### src/core/cas_pkg.sv
// Purpose: constants and types of the cpu arithmetic section
// Assumes: apb slave with 8-bit byte address and 32-bit data
// Notes: opcodes and register offsets are local to this block
`default_nettype none
package cas_pkg;
  // machine cycle length in clocks
  localparam int MC_CLKS = 2;
  localparam logic MC_LAST = 1'(MC_CLKS - 1);
  // register byte addresses
  localparam logic [7:0] CAS_A_CTRL = 8'h00;
  localparam logic [7:0] CAS_A_INSTR = 8'h04;
  localparam logic [7:0] CAS_A_ACC = 8'h08;
  localparam logic [7:0] CAS_A_BREG = 8'h0c;
  localparam logic [7:0] CAS_A_PSW = 8'h10;
  localparam logic [7:0] CAS_A_PC = 8'h14;
  localparam logic [7:0] CAS_A_STAT = 8'h18;
  localparam logic [7:0] CAS_A_BITS = 8'h1c;
  // control fields
  localparam int CTRL_GO = 0;
  localparam int CTRL_FLASH = 1;
  localparam int CTRL_W = 2;
  // flag word fields
  localparam int PSW_P = 0;
  localparam int PSW_F1 = 1;
  localparam int PSW_OV = 2;
  localparam int PSW_RS0 = 3;
  localparam int PSW_RS1 = 4;
  localparam int PSW_F0 = 5;
  localparam int PSW_AC = 6;
  localparam int PSW_CY = 7;
  localparam logic [7:0] PSW_RESET = 8'h00;
  // instruction word fields
  localparam int OP_LSB = 0;
  localparam int OP_W = 5;
  localparam int IMM_LSB = 8;
  localparam int REL_LSB = 16;
  localparam int INSTR_W = 24;
  localparam int BIDX_LSB = 0;
  localparam int BSEL_LSB = 3;
  localparam int BANK_LSB = 3;
  localparam int STAT_MC_LSB = 8;
  localparam logic [1:0] BSEL_SCR = 2'h0;
  localparam logic [1:0] BSEL_ACC = 2'h1;
  localparam logic [3:0] BCD_MAX = 4'h9;
  localparam logic [8:0] DA_LO = 9'h006;
  localparam logic [8:0] DA_HI = 9'h060;
  typedef enum logic [3:0] {
    CAS_IDLE = 4'b0001,
    CAS_FETCH = 4'b0010,
    CAS_WAIT = 4'b0100,
    CAS_EXEC = 4'b1000
  } cas_state_t;
  typedef enum logic [4:0] {
    OP_NOP = 5'h00, OP_ADD = 5'h01, OP_ADDC = 5'h02, OP_SUBB = 5'h03,
    OP_INC = 5'h04, OP_DEC = 5'h05, OP_MUL = 5'h06, OP_DIV = 5'h07,
    OP_DA = 5'h08, OP_CMPJ = 5'h09, OP_AND = 5'h0a, OP_OR = 5'h0b,
    OP_XOR = 5'h0c, OP_CPL = 5'h0d, OP_RR = 5'h0e, OP_RL = 5'h0f,
    OP_SWAP = 5'h10, OP_SETB = 5'h11, OP_CLRB = 5'h12, OP_CPLB = 5'h13,
    OP_JB = 5'h14, OP_JNB = 5'h15, OP_JBC = 5'h16, OP_C2B = 5'h17,
    OP_B2C = 5'h18, OP_ANLC = 5'h19, OP_ANLNC = 5'h1a, OP_ORLC = 5'h1b,
    OP_ORLNC = 5'h1c, OP_SJMP = 5'h1d, OP_JEV = 5'h1e
  } cas_op_t;
  typedef struct packed {
    logic psel;
    logic penable;
    logic pwrite;
    logic [7:0] paddr;
    logic [31:0] pwdata;
  } cas_apb_req_t;
  typedef struct packed {
    logic pready;
    logic pslverr;
    logic [31:0] prdata;
  } cas_apb_rsp_t;
  // instruction length in bytes
  function automatic logic [1:0] cas_len(input cas_op_t op);
    case (op)
      OP_CMPJ, OP_JB, OP_JNB, OP_JBC: cas_len = 2'd3;
      OP_NOP, OP_INC, OP_DEC, OP_MUL, OP_DIV, OP_DA, OP_CPL, OP_RR,
      OP_RL, OP_SWAP: cas_len = 2'd1;
      OP_ADD, OP_ADDC, OP_SUBB, OP_AND, OP_OR, OP_XOR, OP_SETB, OP_CLRB,
      OP_CPLB, OP_C2B, OP_B2C, OP_ANLC, OP_ANLNC, OP_ORLC, OP_ORLNC,
      OP_SJMP, OP_JEV: cas_len = 2'd2;
      default: cas_len = 2'd1;
    endcase
  endfunction : cas_len
endpackage : cas_pkg
`default_nettype wire

### src/core/cas_core.sv
// Purpose: cpu arithmetic and program-control datapath behind apb
// Assumes: single 10 MHz clock, software loads one instruction at a time
// Notes: machine cycle is two clocks, flash fetch adds one machine cycle
// Summary of operation
// - unimplemented bits always read as zero
// - writes to unimplemented bits change nothing
// - write-only bits read back as zero
// - read-only bits ignore software writes
// - hardware may also update status bits
// - machine cycle lasts two clock periods
// - rom or ram access needs no wait
// - flash access adds one wait machine cycle
// - decoder handles one, two, three byte instructions
// - decoder selects transfer sources and alu operation
// - alu with operand registers and flag word
// - alu yields 8-bit result from operands
// - add, sub, mul, div, inc, dec, bcd, compare
// - logic, complement, rotates and nibble swap
// - bit set, clear, complement, jumps, carry moves
// - carry and-or with bit or inverse
// - 16-bit pointer holds next instruction address
// - internal and external events redirect execution; here only the synchronised external event does, through the event jump
// - parity flag tracks one bits of accumulator
// - bank bits give bank base times eight
// - secondary register feeds multiply and divide
//
// Local design decisions: the register addresses and the APB interface to the registers.
`timescale 1ns/1ps
`default_nettype none
module cas_core (
  // clock and reset
  input wire logic ref_clk,
  input wire logic rst_n,
  // register bus
  input wire cas_pkg::cas_apb_req_t apb_req,
  output var cas_pkg::cas_apb_rsp_t apb_rsp,
  // events and status
  input wire logic ext_event,
  output logic [7:0] bank_base,
  output logic busy
);
  import cas_pkg::*;

  typedef struct packed {
    cas_state_t state;
    logic phase;
    logic [7:0] acc;
    logic [7:0] b;
    logic [7:0] processor_flag_word;
    logic [7:0] scratch;
    logic [15:0] pc;
    logic [INSTR_W-1:0] instr;
    logic flash;
    logic pready;
    logic perr;
    logic [31:0] prdata;
    logic ev_s1;
    logic ev_s2;
    logic [7:0] run;
    logic [7:0] mcyc;
    logic [7:0] bank;
    logic busy;
  } cas_regs_t;

  cas_regs_t st;
  cas_regs_t next_st;

  always_comb begin
    cas_op_t op;
    logic [7:0] a;
    logic [7:0] imm;
    logic [7:0] rel;
    logic [8:0] s9;
    logic [8:0] t9;
    logic [4:0] h5;
    logic [15:0] p16;
    logic [2:0] bidx;
    logic [1:0] bsel;
    logic bitv;
    logic nb;
    logic bw;
    logic take;
    logic cy;
    logic cin;
    logic last;
    logic setup;
    logic wr;
    logic [31:0] rd;
    logic rerr;
    op = cas_op_t'(st.instr[OP_LSB +: OP_W]);
    a = st.acc;
    imm = st.instr[IMM_LSB +: 8];
    rel = st.instr[REL_LSB +: 8];
    cy = st.processor_flag_word[PSW_CY];
    bidx = imm[BIDX_LSB +: 3];
    bsel = imm[BSEL_LSB +: 2];
    s9 = '0;
    t9 = '0;
    h5 = '0;
    p16 = '0;
    nb = 1'b0;
    bw = 1'b0;
    take = 1'b0;
    cin = 1'b0;
    last = (st.phase == MC_LAST);
    setup = apb_req.psel && !apb_req.penable;
    wr = apb_req.psel && apb_req.penable && st.pready && apb_req.pwrite;
    rd = '0;
    rerr = 1'b0;
    next_st = st;
    // any addressable bit: scratch byte, accumulator or carry
    bitv = (bsel == BSEL_SCR) ? st.scratch[bidx] : ((bsel == BSEL_ACC) ? a[bidx] : cy);
    // two-flop synchroniser for the event pin
    next_st.ev_s1 = ext_event;
    next_st.ev_s2 = st.ev_s1;
    next_st.processor_flag_word[PSW_P] = ^st.acc;
    next_st.bank = '0;
    next_st.bank[BANK_LSB +: 2] = st.processor_flag_word[PSW_RS1:PSW_RS0];
    // read data is captured in the setup cycle
    if (apb_req.paddr == CAS_A_CTRL) begin
      rd[CTRL_FLASH] = st.flash;
    end else if (apb_req.paddr == CAS_A_INSTR) begin
      rd[INSTR_W-1:0] = st.instr;
    end else if (apb_req.paddr == CAS_A_ACC) begin
      rd[7:0] = st.acc;
    end else if (apb_req.paddr == CAS_A_BREG) begin
      rd[7:0] = st.b;
    end else if (apb_req.paddr == CAS_A_PSW) begin
      rd[7:0] = st.processor_flag_word;
    end else if (apb_req.paddr == CAS_A_PC) begin
      rd[15:0] = st.pc;
    end else if (apb_req.paddr == CAS_A_STAT) begin
      rd[STAT_MC_LSB +: 8] = st.mcyc;
      rd[0] = st.busy;
    end else if (apb_req.paddr == CAS_A_BITS) begin
      rd[7:0] = st.scratch;
    end else begin
      rerr = 1'b1;
    end
    next_st.pready = setup;
    if (setup) begin
      next_st.prdata = rd;
      next_st.perr = rerr;
    end
    // software writes land only while idle
    if (wr && st.state == CAS_IDLE) begin
      if (apb_req.paddr == CAS_A_CTRL) begin
        next_st.flash = apb_req.pwdata[CTRL_FLASH];
        if (apb_req.pwdata[CTRL_GO]) begin
          next_st.state = CAS_FETCH;
          next_st.phase = 1'b0;
          next_st.run = '0;
        end
      end else if (apb_req.paddr == CAS_A_INSTR) begin
        next_st.instr = apb_req.pwdata[INSTR_W-1:0];
      end else if (apb_req.paddr == CAS_A_ACC) begin
        next_st.acc = apb_req.pwdata[7:0];
      end else if (apb_req.paddr == CAS_A_BREG) begin
        next_st.b = apb_req.pwdata[7:0];
      end else if (apb_req.paddr == CAS_A_PSW) begin
        next_st.processor_flag_word[PSW_CY:PSW_F1] = apb_req.pwdata[PSW_CY:PSW_F1];
      end else if (apb_req.paddr == CAS_A_PC) begin
        next_st.pc = apb_req.pwdata[15:0];
      end else if (apb_req.paddr == CAS_A_BITS) begin
        next_st.scratch = apb_req.pwdata[7:0];
      end
    end
    if (st.state != CAS_IDLE) begin
      next_st.phase = ~st.phase;
      if (last) begin
        next_st.run = st.run + 8'h01;
      end
    end
    case (st.state)
      CAS_FETCH: begin
        if (last) begin
          next_st.pc = st.pc + {14'h0, cas_len(op)};
          next_st.state = st.flash ? CAS_WAIT : CAS_EXEC;
        end
      end
      CAS_WAIT: begin
        if (last) begin
          next_st.state = CAS_EXEC;
        end
      end
      CAS_EXEC: begin
        if (last) begin
          next_st.state = CAS_IDLE;
          next_st.mcyc = st.run + 8'h01;
          case (op)
            OP_ADD, OP_ADDC: begin
              cin = (op == OP_ADDC) && cy;
              s9 = {1'b0, a} + {1'b0, imm} + {8'h00, cin};
              h5 = {1'b0, a[3:0]} + {1'b0, imm[3:0]} + {4'h0, cin};
              next_st.acc = s9[7:0];
              next_st.processor_flag_word[PSW_CY] = s9[8];
              next_st.processor_flag_word[PSW_AC] = h5[4];
              next_st.processor_flag_word[PSW_OV] = (a[7] == imm[7]) && (s9[7] != a[7]);
            end
            OP_SUBB, OP_CMPJ: begin
              cin = (op == OP_SUBB) && cy;
              s9 = {1'b0, a} - {1'b0, imm} - {8'h00, cin};
              h5 = {1'b0, a[3:0]} - {1'b0, imm[3:0]} - {4'h0, cin};
              next_st.processor_flag_word[PSW_CY] = s9[8];
              if (op == OP_SUBB) begin
                next_st.acc = s9[7:0];
                next_st.processor_flag_word[PSW_AC] = h5[4];
                next_st.processor_flag_word[PSW_OV] = (a[7] != imm[7]) && (s9[7] != a[7]);
              end else begin
                take = (a != imm);
              end
            end
            OP_INC: next_st.acc = a + 8'h01;
            OP_DEC: next_st.acc = a - 8'h01;
            OP_MUL: begin
              p16 = {8'h00, a} * {8'h00, st.b};
              next_st.acc = p16[7:0];
              next_st.b = p16[15:8];
              next_st.processor_flag_word[PSW_CY] = 1'b0;
              next_st.processor_flag_word[PSW_OV] = |p16[15:8];
            end
            OP_DIV: begin
              next_st.processor_flag_word[PSW_CY] = 1'b0;
              next_st.processor_flag_word[PSW_OV] = (st.b == 8'h00);
              if (st.b != 8'h00) begin
                next_st.acc = a / st.b;
                next_st.b = a % st.b;
              end
            end
            OP_DA: begin
              t9 = {1'b0, a};
              if (a[3:0] > BCD_MAX || st.processor_flag_word[PSW_AC]) begin
                t9 = t9 + DA_LO;
              end
              if (t9[7:4] > BCD_MAX || t9[8] || cy) begin
                t9 = t9 + DA_HI;
              end
              next_st.acc = t9[7:0];
              next_st.processor_flag_word[PSW_CY] = cy || t9[8];
            end
            OP_AND: next_st.acc = a & imm;
            OP_OR: next_st.acc = a | imm;
            OP_XOR: next_st.acc = a ^ imm;
            OP_CPL: next_st.acc = ~a;
            OP_RR: next_st.acc = {a[0], a[7:1]};
            OP_RL: next_st.acc = {a[6:0], a[7]};
            OP_SWAP: next_st.acc = {a[3:0], a[7:4]};
            OP_SETB: begin
              nb = 1'b1;
              bw = 1'b1;
            end
            OP_CLRB: bw = 1'b1;
            OP_CPLB: begin
              nb = ~bitv;
              bw = 1'b1;
            end
            OP_C2B: begin
              nb = cy;
              bw = 1'b1;
            end
            OP_B2C: next_st.processor_flag_word[PSW_CY] = bitv;
            OP_ANLC: next_st.processor_flag_word[PSW_CY] = cy & bitv;
            OP_ANLNC: next_st.processor_flag_word[PSW_CY] = cy & ~bitv;
            OP_ORLC: next_st.processor_flag_word[PSW_CY] = cy | bitv;
            OP_ORLNC: next_st.processor_flag_word[PSW_CY] = cy | ~bitv;
            OP_JB: take = bitv;
            OP_JNB: take = ~bitv;
            OP_JBC: begin
              take = bitv;
              bw = bitv;
            end
            OP_SJMP: begin
              take = 1'b1;
              rel = imm;
            end
            OP_JEV: begin
              take = st.ev_s2;
              rel = imm;
            end
            default: ;
          endcase
          if (bw) begin
            if (bsel == BSEL_SCR) begin
              next_st.scratch[bidx] = nb;
            end else if (bsel == BSEL_ACC) begin
              next_st.acc[bidx] = nb;
            end else begin
              next_st.processor_flag_word[PSW_CY] = nb;
            end
          end
          if (take) begin
            next_st.pc = st.pc + {{8{rel[7]}}, rel};
          end
        end
      end
      default: ;
    endcase
    next_st.busy = (next_st.state != CAS_IDLE);
  end

  always_ff @(posedge ref_clk or negedge rst_n) begin
    if (!rst_n) begin
      st <= '0;
      st.state <= CAS_IDLE;
      st.processor_flag_word <= PSW_RESET;
    end else begin
      st <= next_st;
    end
  end

  assign apb_rsp = {st.pready, st.perr, st.prdata};
  assign bank_base = st.bank;
  assign busy = st.busy;

  // checking helpers
  logic exec_end;
  logic rd_ctrl;
  logic chk_cout;
  logic chk_bit;
  logic [8:0] chk_sum;
  cas_op_t chk_op;
  assign chk_op = cas_op_t'(st.instr[OP_LSB +: OP_W]);
  assign exec_end = (st.state == CAS_EXEC) && (st.phase == MC_LAST);
  assign rd_ctrl = apb_req.psel && apb_req.penable && st.pready && !apb_req.pwrite && apb_req.paddr == CAS_A_CTRL;
  assign chk_sum = {1'b0, st.acc} + {1'b0, st.instr[IMM_LSB +: 8]};
  assign chk_cout = chk_sum[8];
  assign chk_bit = st.scratch[st.instr[IMM_LSB + BIDX_LSB +: 3]];
  property p_unimpl_zero;
    @(posedge ref_clk) disable iff (!rst_n)
    rd_ctrl |-> apb_rsp.prdata[31:CTRL_W] == '0;
  endproperty
  a_unimpl_zero: assert property (p_unimpl_zero) else $error("unimplemented bits read nonzero");
  property p_wo_zero;
    @(posedge ref_clk) disable iff (!rst_n)
    rd_ctrl |-> !apb_rsp.prdata[CTRL_GO];
  endproperty
  a_wo_zero: assert property (p_wo_zero) else $error("start bit read back nonzero");
  logic wr_stat_idle;
  assign wr_stat_idle = apb_req.psel && apb_req.penable && st.pready && apb_req.pwrite
    && apb_req.paddr == CAS_A_STAT && st.state == CAS_IDLE;
  property p_ro_stat;
    @(posedge ref_clk) disable iff (!rst_n)
    (wr_stat_idle) |=> $stable(st.mcyc) && st.state == CAS_IDLE;
  endproperty
  a_ro_stat: assert property (p_ro_stat) else $error("status altered by write");
  property p_mcycle;
    @(posedge ref_clk) disable iff (!rst_n)
    $rose(st.state == CAS_FETCH) |-> (st.state == CAS_FETCH) [*2] ##1 st.state != CAS_FETCH;
  endproperty
  a_mcycle: assert property (p_mcycle) else $error("machine cycle not two clocks");
  property p_nowait;
    @(posedge ref_clk) disable iff (!rst_n)
    ($rose(st.state == CAS_FETCH) && !st.flash) |-> ##2 st.state == CAS_EXEC ##2 st.state == CAS_IDLE;
  endproperty
  a_nowait: assert property (p_nowait) else $error("wait state on rom or ram");
  property p_flash;
    @(posedge ref_clk) disable iff (!rst_n)
    ($rose(st.state == CAS_FETCH) && st.flash) |-> ##2 st.state == CAS_WAIT ##2 st.state == CAS_EXEC;
  endproperty
  a_flash: assert property (p_flash) else $error("flash wait state missing");
  property p_pc_step;
    @(posedge ref_clk) disable iff (!rst_n)
    ($rose(st.state == CAS_FETCH) && !st.flash && chk_op == OP_INC)
      |-> ##4 st.pc == $past(st.pc, 4) + 16'h0001;
  endproperty
  a_pc_step: assert property (p_pc_step) else $error("pointer not advanced by length");
  property p_inc;
    @(posedge ref_clk) disable iff (!rst_n)
    (exec_end && chk_op == OP_INC) |=> st.acc == $past(st.acc) + 8'h01;
  endproperty
  a_inc: assert property (p_inc) else $error("increment result wrong");
  property p_add_carry;
    @(posedge ref_clk) disable iff (!rst_n)
    (exec_end && chk_op == OP_ADD) |=> st.processor_flag_word[PSW_CY] == $past(chk_cout);
  endproperty
  a_add_carry: assert property (p_add_carry) else $error("add carry wrong");
  property p_anlc;
    @(posedge ref_clk) disable iff (!rst_n)
    (exec_end && chk_op == OP_ANLC && st.instr[IMM_LSB + BSEL_LSB +: 2] == BSEL_SCR)
      |=> st.processor_flag_word[PSW_CY] == ($past(st.processor_flag_word[PSW_CY]) && $past(chk_bit));
  endproperty
  a_anlc: assert property (p_anlc) else $error("carry and bit wrong");
  // parity follows the accumulator one clock later
  property p_parity;
    @(posedge ref_clk) disable iff (!rst_n)
    (st.state == CAS_IDLE && $past(st.state == CAS_IDLE)) |-> st.processor_flag_word[PSW_P] == ^$past(st.acc);
  endproperty
  a_parity: assert property (p_parity) else $error("parity flag wrong");
  property p_bank;
    @(posedge ref_clk) disable iff (!rst_n)
    $changed(st.processor_flag_word[PSW_RS1:PSW_RS0]) |=> bank_base[BANK_LSB +: 2] == $past(st.processor_flag_word[PSW_RS1:PSW_RS0]);
  endproperty
  a_bank: assert property (p_bank) else $error("bank base wrong");
  c_flash: cover property (@(posedge ref_clk) disable iff (!rst_n) st.state == CAS_WAIT);
  c_mul: cover property (@(posedge ref_clk) disable iff (!rst_n) exec_end && chk_op == OP_MUL);
  c_jev: cover property (@(posedge ref_clk) disable iff (!rst_n) exec_end && chk_op == OP_JEV && st.ev_s2);
endmodule : cas_core
`default_nettype wire

### config.mk
export PLATFORM = sky130hd
export DESIGN_NAME = cas_core
export DESIGN_NICKNAME = d
export VERILOG_FILES = /design/src/core/cas_pkg.sv /design/src/core/cas_core.sv
export SDC_FILE = /design/constraint.sdc
export NUM_CORES = 1
export LEC_CHECK = 0
export BUFFER_PORTS_ARGS = -buffer_cell sky130_fd_sc_hd__buf_2
export CAP_MARGIN = 25
export CELL_PAD_IN_SITES_DETAIL_PLACEMENT = 0
export CELL_PAD_IN_SITES_GLOBAL_PLACEMENT = 2
export CORE_MARGIN = 2
export CORE_UTILIZATION = 38
export DETAILED_ROUTE_END_ITERATION = 10
export HOLD_SLACK_MARGIN = 0.15
export PLACE_DENSITY = 0.84
export SYNTH_ARGS = -nofsm -noshare
export SYNTH_HDL_FRONTEND = slang
export SYNTH_SLANG_ARGS = --single-unit
export TNS_END_PERCENT = 50
### constraint.sdc
create_clock -name ref_clk -period 31 [get_ports ref_clk]
set_input_delay 6.2 -clock ref_clk [delete_from_list [all_inputs] [get_ports ref_clk]]
set_output_delay 6.2 -clock ref_clk [all_outputs]
set_load 0.1 [all_outputs]
Word level (Yosys, flattened, before mapping)
Memories as Yosys holds them, arrays and structs flattened.
Cells that the tools add are included.
- bits in registers: 125
- memory bits (read-only): 64
- input port bits: 46
- output and inout port bits: 43
- word-level logic and storage cells: 257
- memories kept: 1
- memories (memory ; depth ; bits a word ; read ports ; clocked after Yosys merged registers in ; write ports ; RTL line ; RTL):
    (no name shown) ; 32 ; 2 ; 1 ; 0 ; 0 ; cas_pkg.sv:77 ; case (op)
- $add $sub $neg: 15
- $mul: 1
- div/mod/pow operators: 2
- $lt $le $gt $ge: 4
- eq/ne operators: 49
- muxes and demuxes: 117
- bitwise gates (word level): 14
- reduce and logical (&&, ||, !) cells: 35
- operators with widths (cell ; number):
    2-to-1 mux 8 bit ; 30
    2-to-1 mux 24 bit ; 6
    case mux 8 bit (14 select lines) ; 1
    2-to-1 mux 16 bit ; 6
    == test 5 bit, second input constant ; 15
    2-to-1 mux 9 bit ; 8
    2-to-1 mux 49 bit ; 1
    2-to-1 mux 48 bit ; 1
    2-to-1 mux 23 bit ; 2
    == test 5 x 4 -> 1 bit, second input constant ; 8
    2-to-1 mux 18 bit ; 2
    == test 8 x 5 -> 1 bit, second input constant ; 4
    2-to-1 mux 1 bit ; 32
    case mux 16 bit (2 select lines) ; 1
    2-to-1 mux 28 bit ; 1
    2-to-1 mux 22 bit ; 1
    2-to-1 mux 7 bit ; 3
    == test 5 x 3 -> 1 bit, second input constant ; 4
    adder 16 bit ; 1
    adder 16 x 2 -> 16 bit ; 1
    adder 8 x 1 -> 8 bit, second input constant ; 2
    bitwise mux 8 bit ; 2
    == test 8 x 4 -> 1 bit, second input constant ; 2
    logical NOT 8 bit ; 2
    other kinds (62) ; 101

Logic depth before layout (Yosys ltp)
Gate-level depths: netlist (run 1).
- depth in word-level cells: 22
- depth in mapped cells: 57
- gate-level depth less buffers: 53

Worst setup path after synthesis (run 1)
No wires, ideal clock.
- path kind: register -> register
- start point: reg st[118] (netlist name)
- end point: reg st[123] (netlist name)
- data arrival time: 10834 ps
- data required time: 30874 ps
- path slack: 20039 ps
- stages on the path, launching flop included: 52
- path buffers: 4
- period minus slack after synthesis: 10961 ps
- cell sequence: dfrtp_1 -> inv_1 -> ha_1 -> or2_2 -> nand4_1 -> xnor2_1 -> ha_1 -> o21ai_0 -> a2111oi_4 -> nand2_1 -> o21a_1 -> ha_1 -> o21a_1 -> o21a_1 -> o21a_1 -> mux2i_1 -> ha_1 -> o211ai_1 -> (+16 left out) -> mux2_2 -> inv_1 -> ha_1 -> o21a_1 -> o21ai_0 -> a211oi_1 -> nor2_1 -> clkbuf_1 -> nand2_1 -> o21ai_0 -> ha_1 -> and3_1 -> a311oi_1 -> nand2b_1 -> o31ai_1 -> clkbuf_1 -> nor3_1 -> a311o_1
- RTL lines (what ; RTL line ; RTL):
    from (decl) ; cas_core.sv:65 ; cas_regs_t st;
    from (signal assigned) ; cas_core.sv:307 ; st <= next_st;

==> results of run 1 <==
worst max-delay path by stage:
stage	to	slack, ps
floorplan	st[123]	20040
global placement	st[126]	17800
detailed placement	st[126]	17520
CTS	st[126]	17520
global route	st[126]	16270
finish	st[126]	17380
power by group:
group | switching, mW | total, mW | internal [mW]
Sequential | 0.0116 | 0.183 | 0.171
Combinational | 0.0637 | 0.0952 | 0.0315
Clock | 0.0798 | 0.200 | 0.120
Total | 0.155 | 0.478 | 0.323
cells by family after synthesis:
group	share of synthesized area [%]
AO/OA/AOI/OAI	20.54
XOR/XNOR	5.243
adder cells (fa/ha/maj)	18.25
buffers and inverters	7.561
flip-flops	21.39
multiplexers	8.536
other	0.02563
AND/OR/NAND/NOR	18.46
worst reg2reg max path: cells and delay by family (launching register included):
family / cells / cell delay, ps
AND/OR/NAND/NOR: 8 / 1910
XOR/XNOR: 1 / 150
adder cells (fa/ha/maj): 8 / 2750
buffers and inverters: 4 / 930
flip-flops: 1 / 720
multiplexers: 3 / 830
AO/OA/AOI/OAI: 24 / 6220
sequential cells by signal, summed over array words and instances (netlist names):
name / flops
apb_rsp: 26
bank_base: 2
busy: 1
chk_op: 5
next_st: 3
st: 88
synth_stat cells, types with 19 or more instances:
library cell  count
a221oi_1         20
nor3_1           62
clkbuf_1         62
ha_1            143
a31oi_1          21
nor2_1          149
dfrtp_1         124
o22ai_1          31
buf_4            43
mux2i_1          61
mux2_2           50
nand3_1          43
a22oi_1          27
o21ai_0         100
xnor2_1          50
a21oi_1          95
inv_1           114
fa_1             44
nand2_1         175
o21a_1           19
or3_1            22
xor2_1           35
stage by stage:
step	total power, mW	utilization, %
final	0.4778	41.86
after CTS	0.4801	41.86
after global routing	0.4979	41.86
after global placement	0.2792	40.29
after floorplan	0.2548	-
after detailed placement	0.2797	40.31
layer usage:
layer  vias up  share of wire (%)  wire [um]  GRT usage, %
li1       6356                  -          -             -
met1      6589                 44      22240         33.12
met2       462                 47      23610         41.43
met3        94                6.3       3208         3.872
met4         4                3.3       1685         8.849
met5         -              0.047         24             0
final cells by class:
type / instances / area, um2 / share of cell area (%)
antenna: 1 / 2.502 / 0.01583
clock buffer: 18 / 439.2 / 2.779
clock inverter: 14 / 143.9 / 0.9104
inverter: 118 / 442.9 / 2.802
multi-input combinational: 1425 / 10450 / 66.14
sequential: 125 / 3129 / 19.80
tap: 511 / 639.4 / 4.045
timing repair buffer: 95 / 554.3 / 3.507
==> key figures, run 1 <==
Status
  – Status: finished clean

Critical path
  – Worst R2R Start: st[118]
  – R2r worst-path depth: 48
  – Worst Path Required: 31290 ps
  – Crit path arrival time: between 10000 and 15000 ps
  – WP buf/inv: 4
  – Kind of end point of the critical path: flop
  – Most frequent CP cell: ha_1
  – CP startpoint: st[118]
  – Startpoint types: flop
  – R2r endpoint: st[126]
  – WP depth: 48
  – Crit-path max cell delay: 720 ps
  – Slowest stage cell, crit path: dfrtp_1
  – Reg2Reg Setup Slack: around 17000 ps
  – Kind of cell adding the most delay to the critical path: compound AO/OA/AOI/OAI gates
  – Worst-path maximum fanout: 14
  – Critical path class: reg -> reg

Timing
  – RSZ-0062 raised after global routing: no
  – Final Worst Setup Slack: 17380 ps
  – Hold_ws: 351.2 ps
  – Rel. slew slack: 30.20%
  – Layout Skew: around 10 ps
  – Tmin final: about 14000 ps
  – Fmax: around 73 MHz
  – Final TNS setup: 0 ps
  – Final cycle utilization of the critical path: 43.93%
  – Final hold vios: 0
  – Final slew viol count: 0
  – Worst-margin pin slew: 1047 ps
  – # setup viols final: 0

Route
  – Vias/cell: approximately 5.9
  – Antenna-violating nets left: 0
  – Initial DRC count: 1170
  – DRC: 0
  – WL final: 50760 um
  – TritonRoute pass-1 iters: 7
  – Wire per inst: 22.00 um
  – Total number of vias: about 14000

Global routing
  – Largest net degree at the start of global routing: 81
  – First-pass GRT wire length: 78580 um
  – Overflow after GRT: 0
  – Number of global-route vias before repair: 13350
  – Gr usage total: 25.03%
  – Initial antenna violation count: 3

Placed design
  – RD Place Congestion: 0.9302
  – Placed cells: between 2000 and 2500
  – Pre-CTS setup slack: 17520 ps
  – Port bufs: 66
  – DP Area: 0.01522 mm2
  – Hpwl dp: about 38000 um

Yosys
  – Synth cell types: 86
  – Synth Instances: 1782
  – Synthesized area per cell: 8.209 um2
  – Seq/Total Area, Yosys: 21.39%
  – Biggest area consumer among synthesized cells: dfrtp_1
  – Yosys warnings: 0
  – Synth area leaders: dfrtp_1 21%, ha_1 12%, fa_1 6.0%
  – Main flop type after synthesis: dfrtp_1
  – Share of the synthesized area in the top cell type: 21.21%
  – Post-Syn Area: 0.01463 mm2
  – Async SR Flop Fraction: 100.0%
  – Post-synth EDFFs: 0
  – FF+latch count, synth: 125

CTS
  – Worst-Skew Late Latency: 430 ps
  – TritonCTS clock tree: built
  – Cts bufs inserted: 17
  – CTS Buffer Depth: 2
  – Post-CTS setup buffer count: 0
  – Post-cts gate resize count: 0
  – Sink Count: 125
  – H-tree depth: 4
  – CTS Root Cell: clkbuf_16
  – CTS Hold Buffers Added: 0
  – Clk slew on worst S/H paths: 60 ps

Die
  – Initial Util: 38.75%
  – Core area: 0.03776 mm2
  – Chip height: 200.2 um
  – Die Wd: between 200 and 250 um
  – Die ar.: approximately 0.040 mm2
  – Num ports: 89
  – Row cnt: 71

Final layout
  – Fillers: 3865
  – Nets: 2015
  – Commonest non-fill, non-tap cells in the layout: 175 x nand2_1, 149 x nor2_1, 143 x ha_1, 124 x dfrtp_1, 114 x inv_1
  – Layout cells sized above 1: 11.59%
  – Most common cell after layout, fill and taps aside: nand2_1
  – Post-Layout Inst Area: around 0.016 mm2
  – Area growth from synthesis to layout: 8.040%
  – Post-route non-filler standard cell count: approximately 2300

Job
  – Max_cap viols: 0

Min path
  – Hold endpoint: st[25]
  – Hold wc startpoint: next_st[25]
  – Hold Path Cell Cnt: 0
  – Hold WC Path Type: reg -> reg

Power and ir drop
  – Leak: 7.092 nW
  – P per Cell Area: a little over 30 mW/mm2
  – Maximum vdd drop: 0.04441 mV
(Power assumes the default switching activity.)
==> run 2: changes to the inputs <==
==> constraint.sdc (replaced) <==
create_clock -name ref_clk -period 14.2 [get_ports ref_clk]
set_input_delay 2.84 -clock ref_clk [delete_from_list [all_inputs] [get_ports ref_clk]]
set_output_delay 2.84 -clock ref_clk [all_outputs]
set_load 0.1 [all_outputs]
==> key figures, run 2 (synthesis results as in run 1) <==
CTS
  – Post-CTS setup buffer count: 0
  – Cts bufs inserted: 17
  – TritonCTS clock tree: built
  – Post-cts gate resize count: 0
  – Worst-Skew Late Latency: 430 ps
  – CTS Root Cell: clkbuf_16
  – Clk slew on worst S/H paths: 60 ps
  – Sink Count: 125
  – CTS Hold Buffers Added: 0
  – H-tree depth: 4
  – CTS Buffer Depth: 2

Status
  – Status: finished clean

Global routing
  – Overflow after GRT: 0
  – First-pass GRT wire length: 78380 um
  – Gr usage total: 25.10%
  – Initial antenna violation count: 2
  – Largest net degree at the start of global routing: around 70
  – Number of global-route vias before repair: 13260

Die
  – Row cnt: 71
  – Num ports: between 80 and 90
  – Die ar.: 0.04008 mm2
  – Initial Util: approximately two fifths
  – Die Wd: ~200 um
  – Core area: 0.03776 mm2
  – Chip height: 200.2 um

Power and ir drop
  – Switching fraction of total power: 32.83%
  – Clk network pwr share: 42.0%
  – Switching power: 343.7 uW
  – Sequential share of power: between 30 and 40%
  – Maximum vdd drop: 0.08389 mV
  – P per Cell Area: 66.10 mW/mm2
  – P_int: 703.2 uW
  – Leak: ~7.1 nW
  – Gate power share: 20.0%

Timing
  – RSZ-0062 raised after global routing: no
  – Final slew viol count: 0
  – Final cycle utilization of the critical path: 88.32%
  – # setup viols final: 0
  – Layout Skew: around 11 ps
  – Final hold vios: 0
  – Rel. slew slack: around two fifths
  – Final TNS setup: 0 ps
  – Tmin final: 12540 ps
  – Fmax: 79.74 MHz
  – Worst-margin pin slew: 908.2 ps

Placed design
  – DP Area: 0.01519 mm2
  – Port bufs: 66
  – Placed cells: 2271
  – RD Place Congestion: 0.9390
  – Hpwl dp: ~38000 um

Final layout
  – Most common cell after layout, fill and taps aside: nand2_1
  – Post-Layout Inst Area: 0.01584 mm2
  – Final core utilization: a little over two fifths
  – Post-route non-filler standard cell count: 2308
  – Nets: roughly 2000
  – Layout cells sized above 1: 11.64%
  – Commonest non-fill, non-tap cells in the layout: 175 x nand2_1, 149 x nor2_1, 143 x ha_1, 124 x dfrtp_1, 114 x inv_1
  – Most flops, register: st
  – Largest register FFs: 88
  – Area growth from synthesis to layout: 8.253%

Job
  – Max_cap viols: 0

Critical path
  – Slowest stage cell, crit path: nor2_1
  – Critical path class: reg -> reg
  – Kind of end point of the critical path: flop
  – Worst Path Required: around 15000 ps
  – Worst-path maximum fanout: 14
  – Crit-path max cell delay: 650 ps
  – Startpoint types: flop
  – Crit path arrival time: 12840 ps

Route
  – DRC: 0
  – Antenna-violating nets left: 0
  – TritonRoute pass-1 iters: 5
  – Vias/cell: 5.887
  – Total number of vias: 13590
  – WL final: between 50000 and 60000 um
  – Wire per inst: 22.04 um
  – Initial DRC count: 1226

Min path
  – Hold WC Path Type: reg -> reg
run 2: cell count changes in the layout (fill, tap and decap cells not counted), sizes merged:
cell | before | now
clkinvlp | 5 | 3
clkbuf | 18 | 17
buf | 95 | 96
inv | 117 | 119
clkinv | 8 | 9
run 2: area by class of cell:
class / instances / area (um2)
diodes: 1 / 2.502
clock buffers: 17 / 425.4
clock inverters: 15 / 162.7
fillers: 3889 / 21920
inverters: 118 / 442.9
multi-input cells: 1425 / 10450
flip-flops and latches: 125 / 3129
well taps: 511 / 639.4
repair buffers: 96 / 580.6
run 2: path summary, 6_finish.rpt:
kind | cells after the start | from | slack, ps | endpoint
hold / removal | 0 | next_st[25] | 350 | st[25]
setup / recovery | 47 | st[125] | 1660 | st[126]
setup reg to reg | 47 | st[125] | 1660 | st[126]
hold reg to reg | 0 | next_st[25] | 350 | st[25]
min in group asynchronous | 1 | rst_n | 2390 | apb_rsp[21]
max in group asynchronous | 3 | rst_n | 10820 | st[135]
run 2: metal layers:
layer | share of wire (%) | track usage, %
met4 | 3.4 | 9.382
met2 | 47 | 41.37
met1 | 44 | 33.42
met3 | 5.8 | 3.466
met5 | 0.026 | 0
run 2: per-stage QoR:
step / hold slack (ps) / power [mW] / worst slack (ps)
final: 352.7 / 1.047 / 1659
after global routing: 361.5 / 1.092 / 609.3
after CTS: 357.1 / 1.054 / 1724
after detailed placement: 347.7 / 0.6109 / 1758
after global placement: 338.8 / 0.6096 / 2045
after floorplan: 331.2 / 0.5562 / 3239
run 2: critical path, delay by kind of cell, from the launching register on:
family	cells	cell delay, ps
mux	3	800
simple gates	8	2010
fa+ha+maj	7	2200
buf+inv	4	630
compound gates	25	6180
flops	1	580
run 2: power groups by stage:
stage / Sequential (mW) / Combinational, mW / Clock (mW)
after detailed placement: 0.404 / 0.207 / 0
after floorplan: 0.395 / 0.161 / 0
final: 0.398 / 0.210 / 0.440
after global routing: 0.401 / 0.230 / 0.461
after global placement: 0.404 / 0.206 / 0
after CTS: 0.398 / 0.209 / 0.447
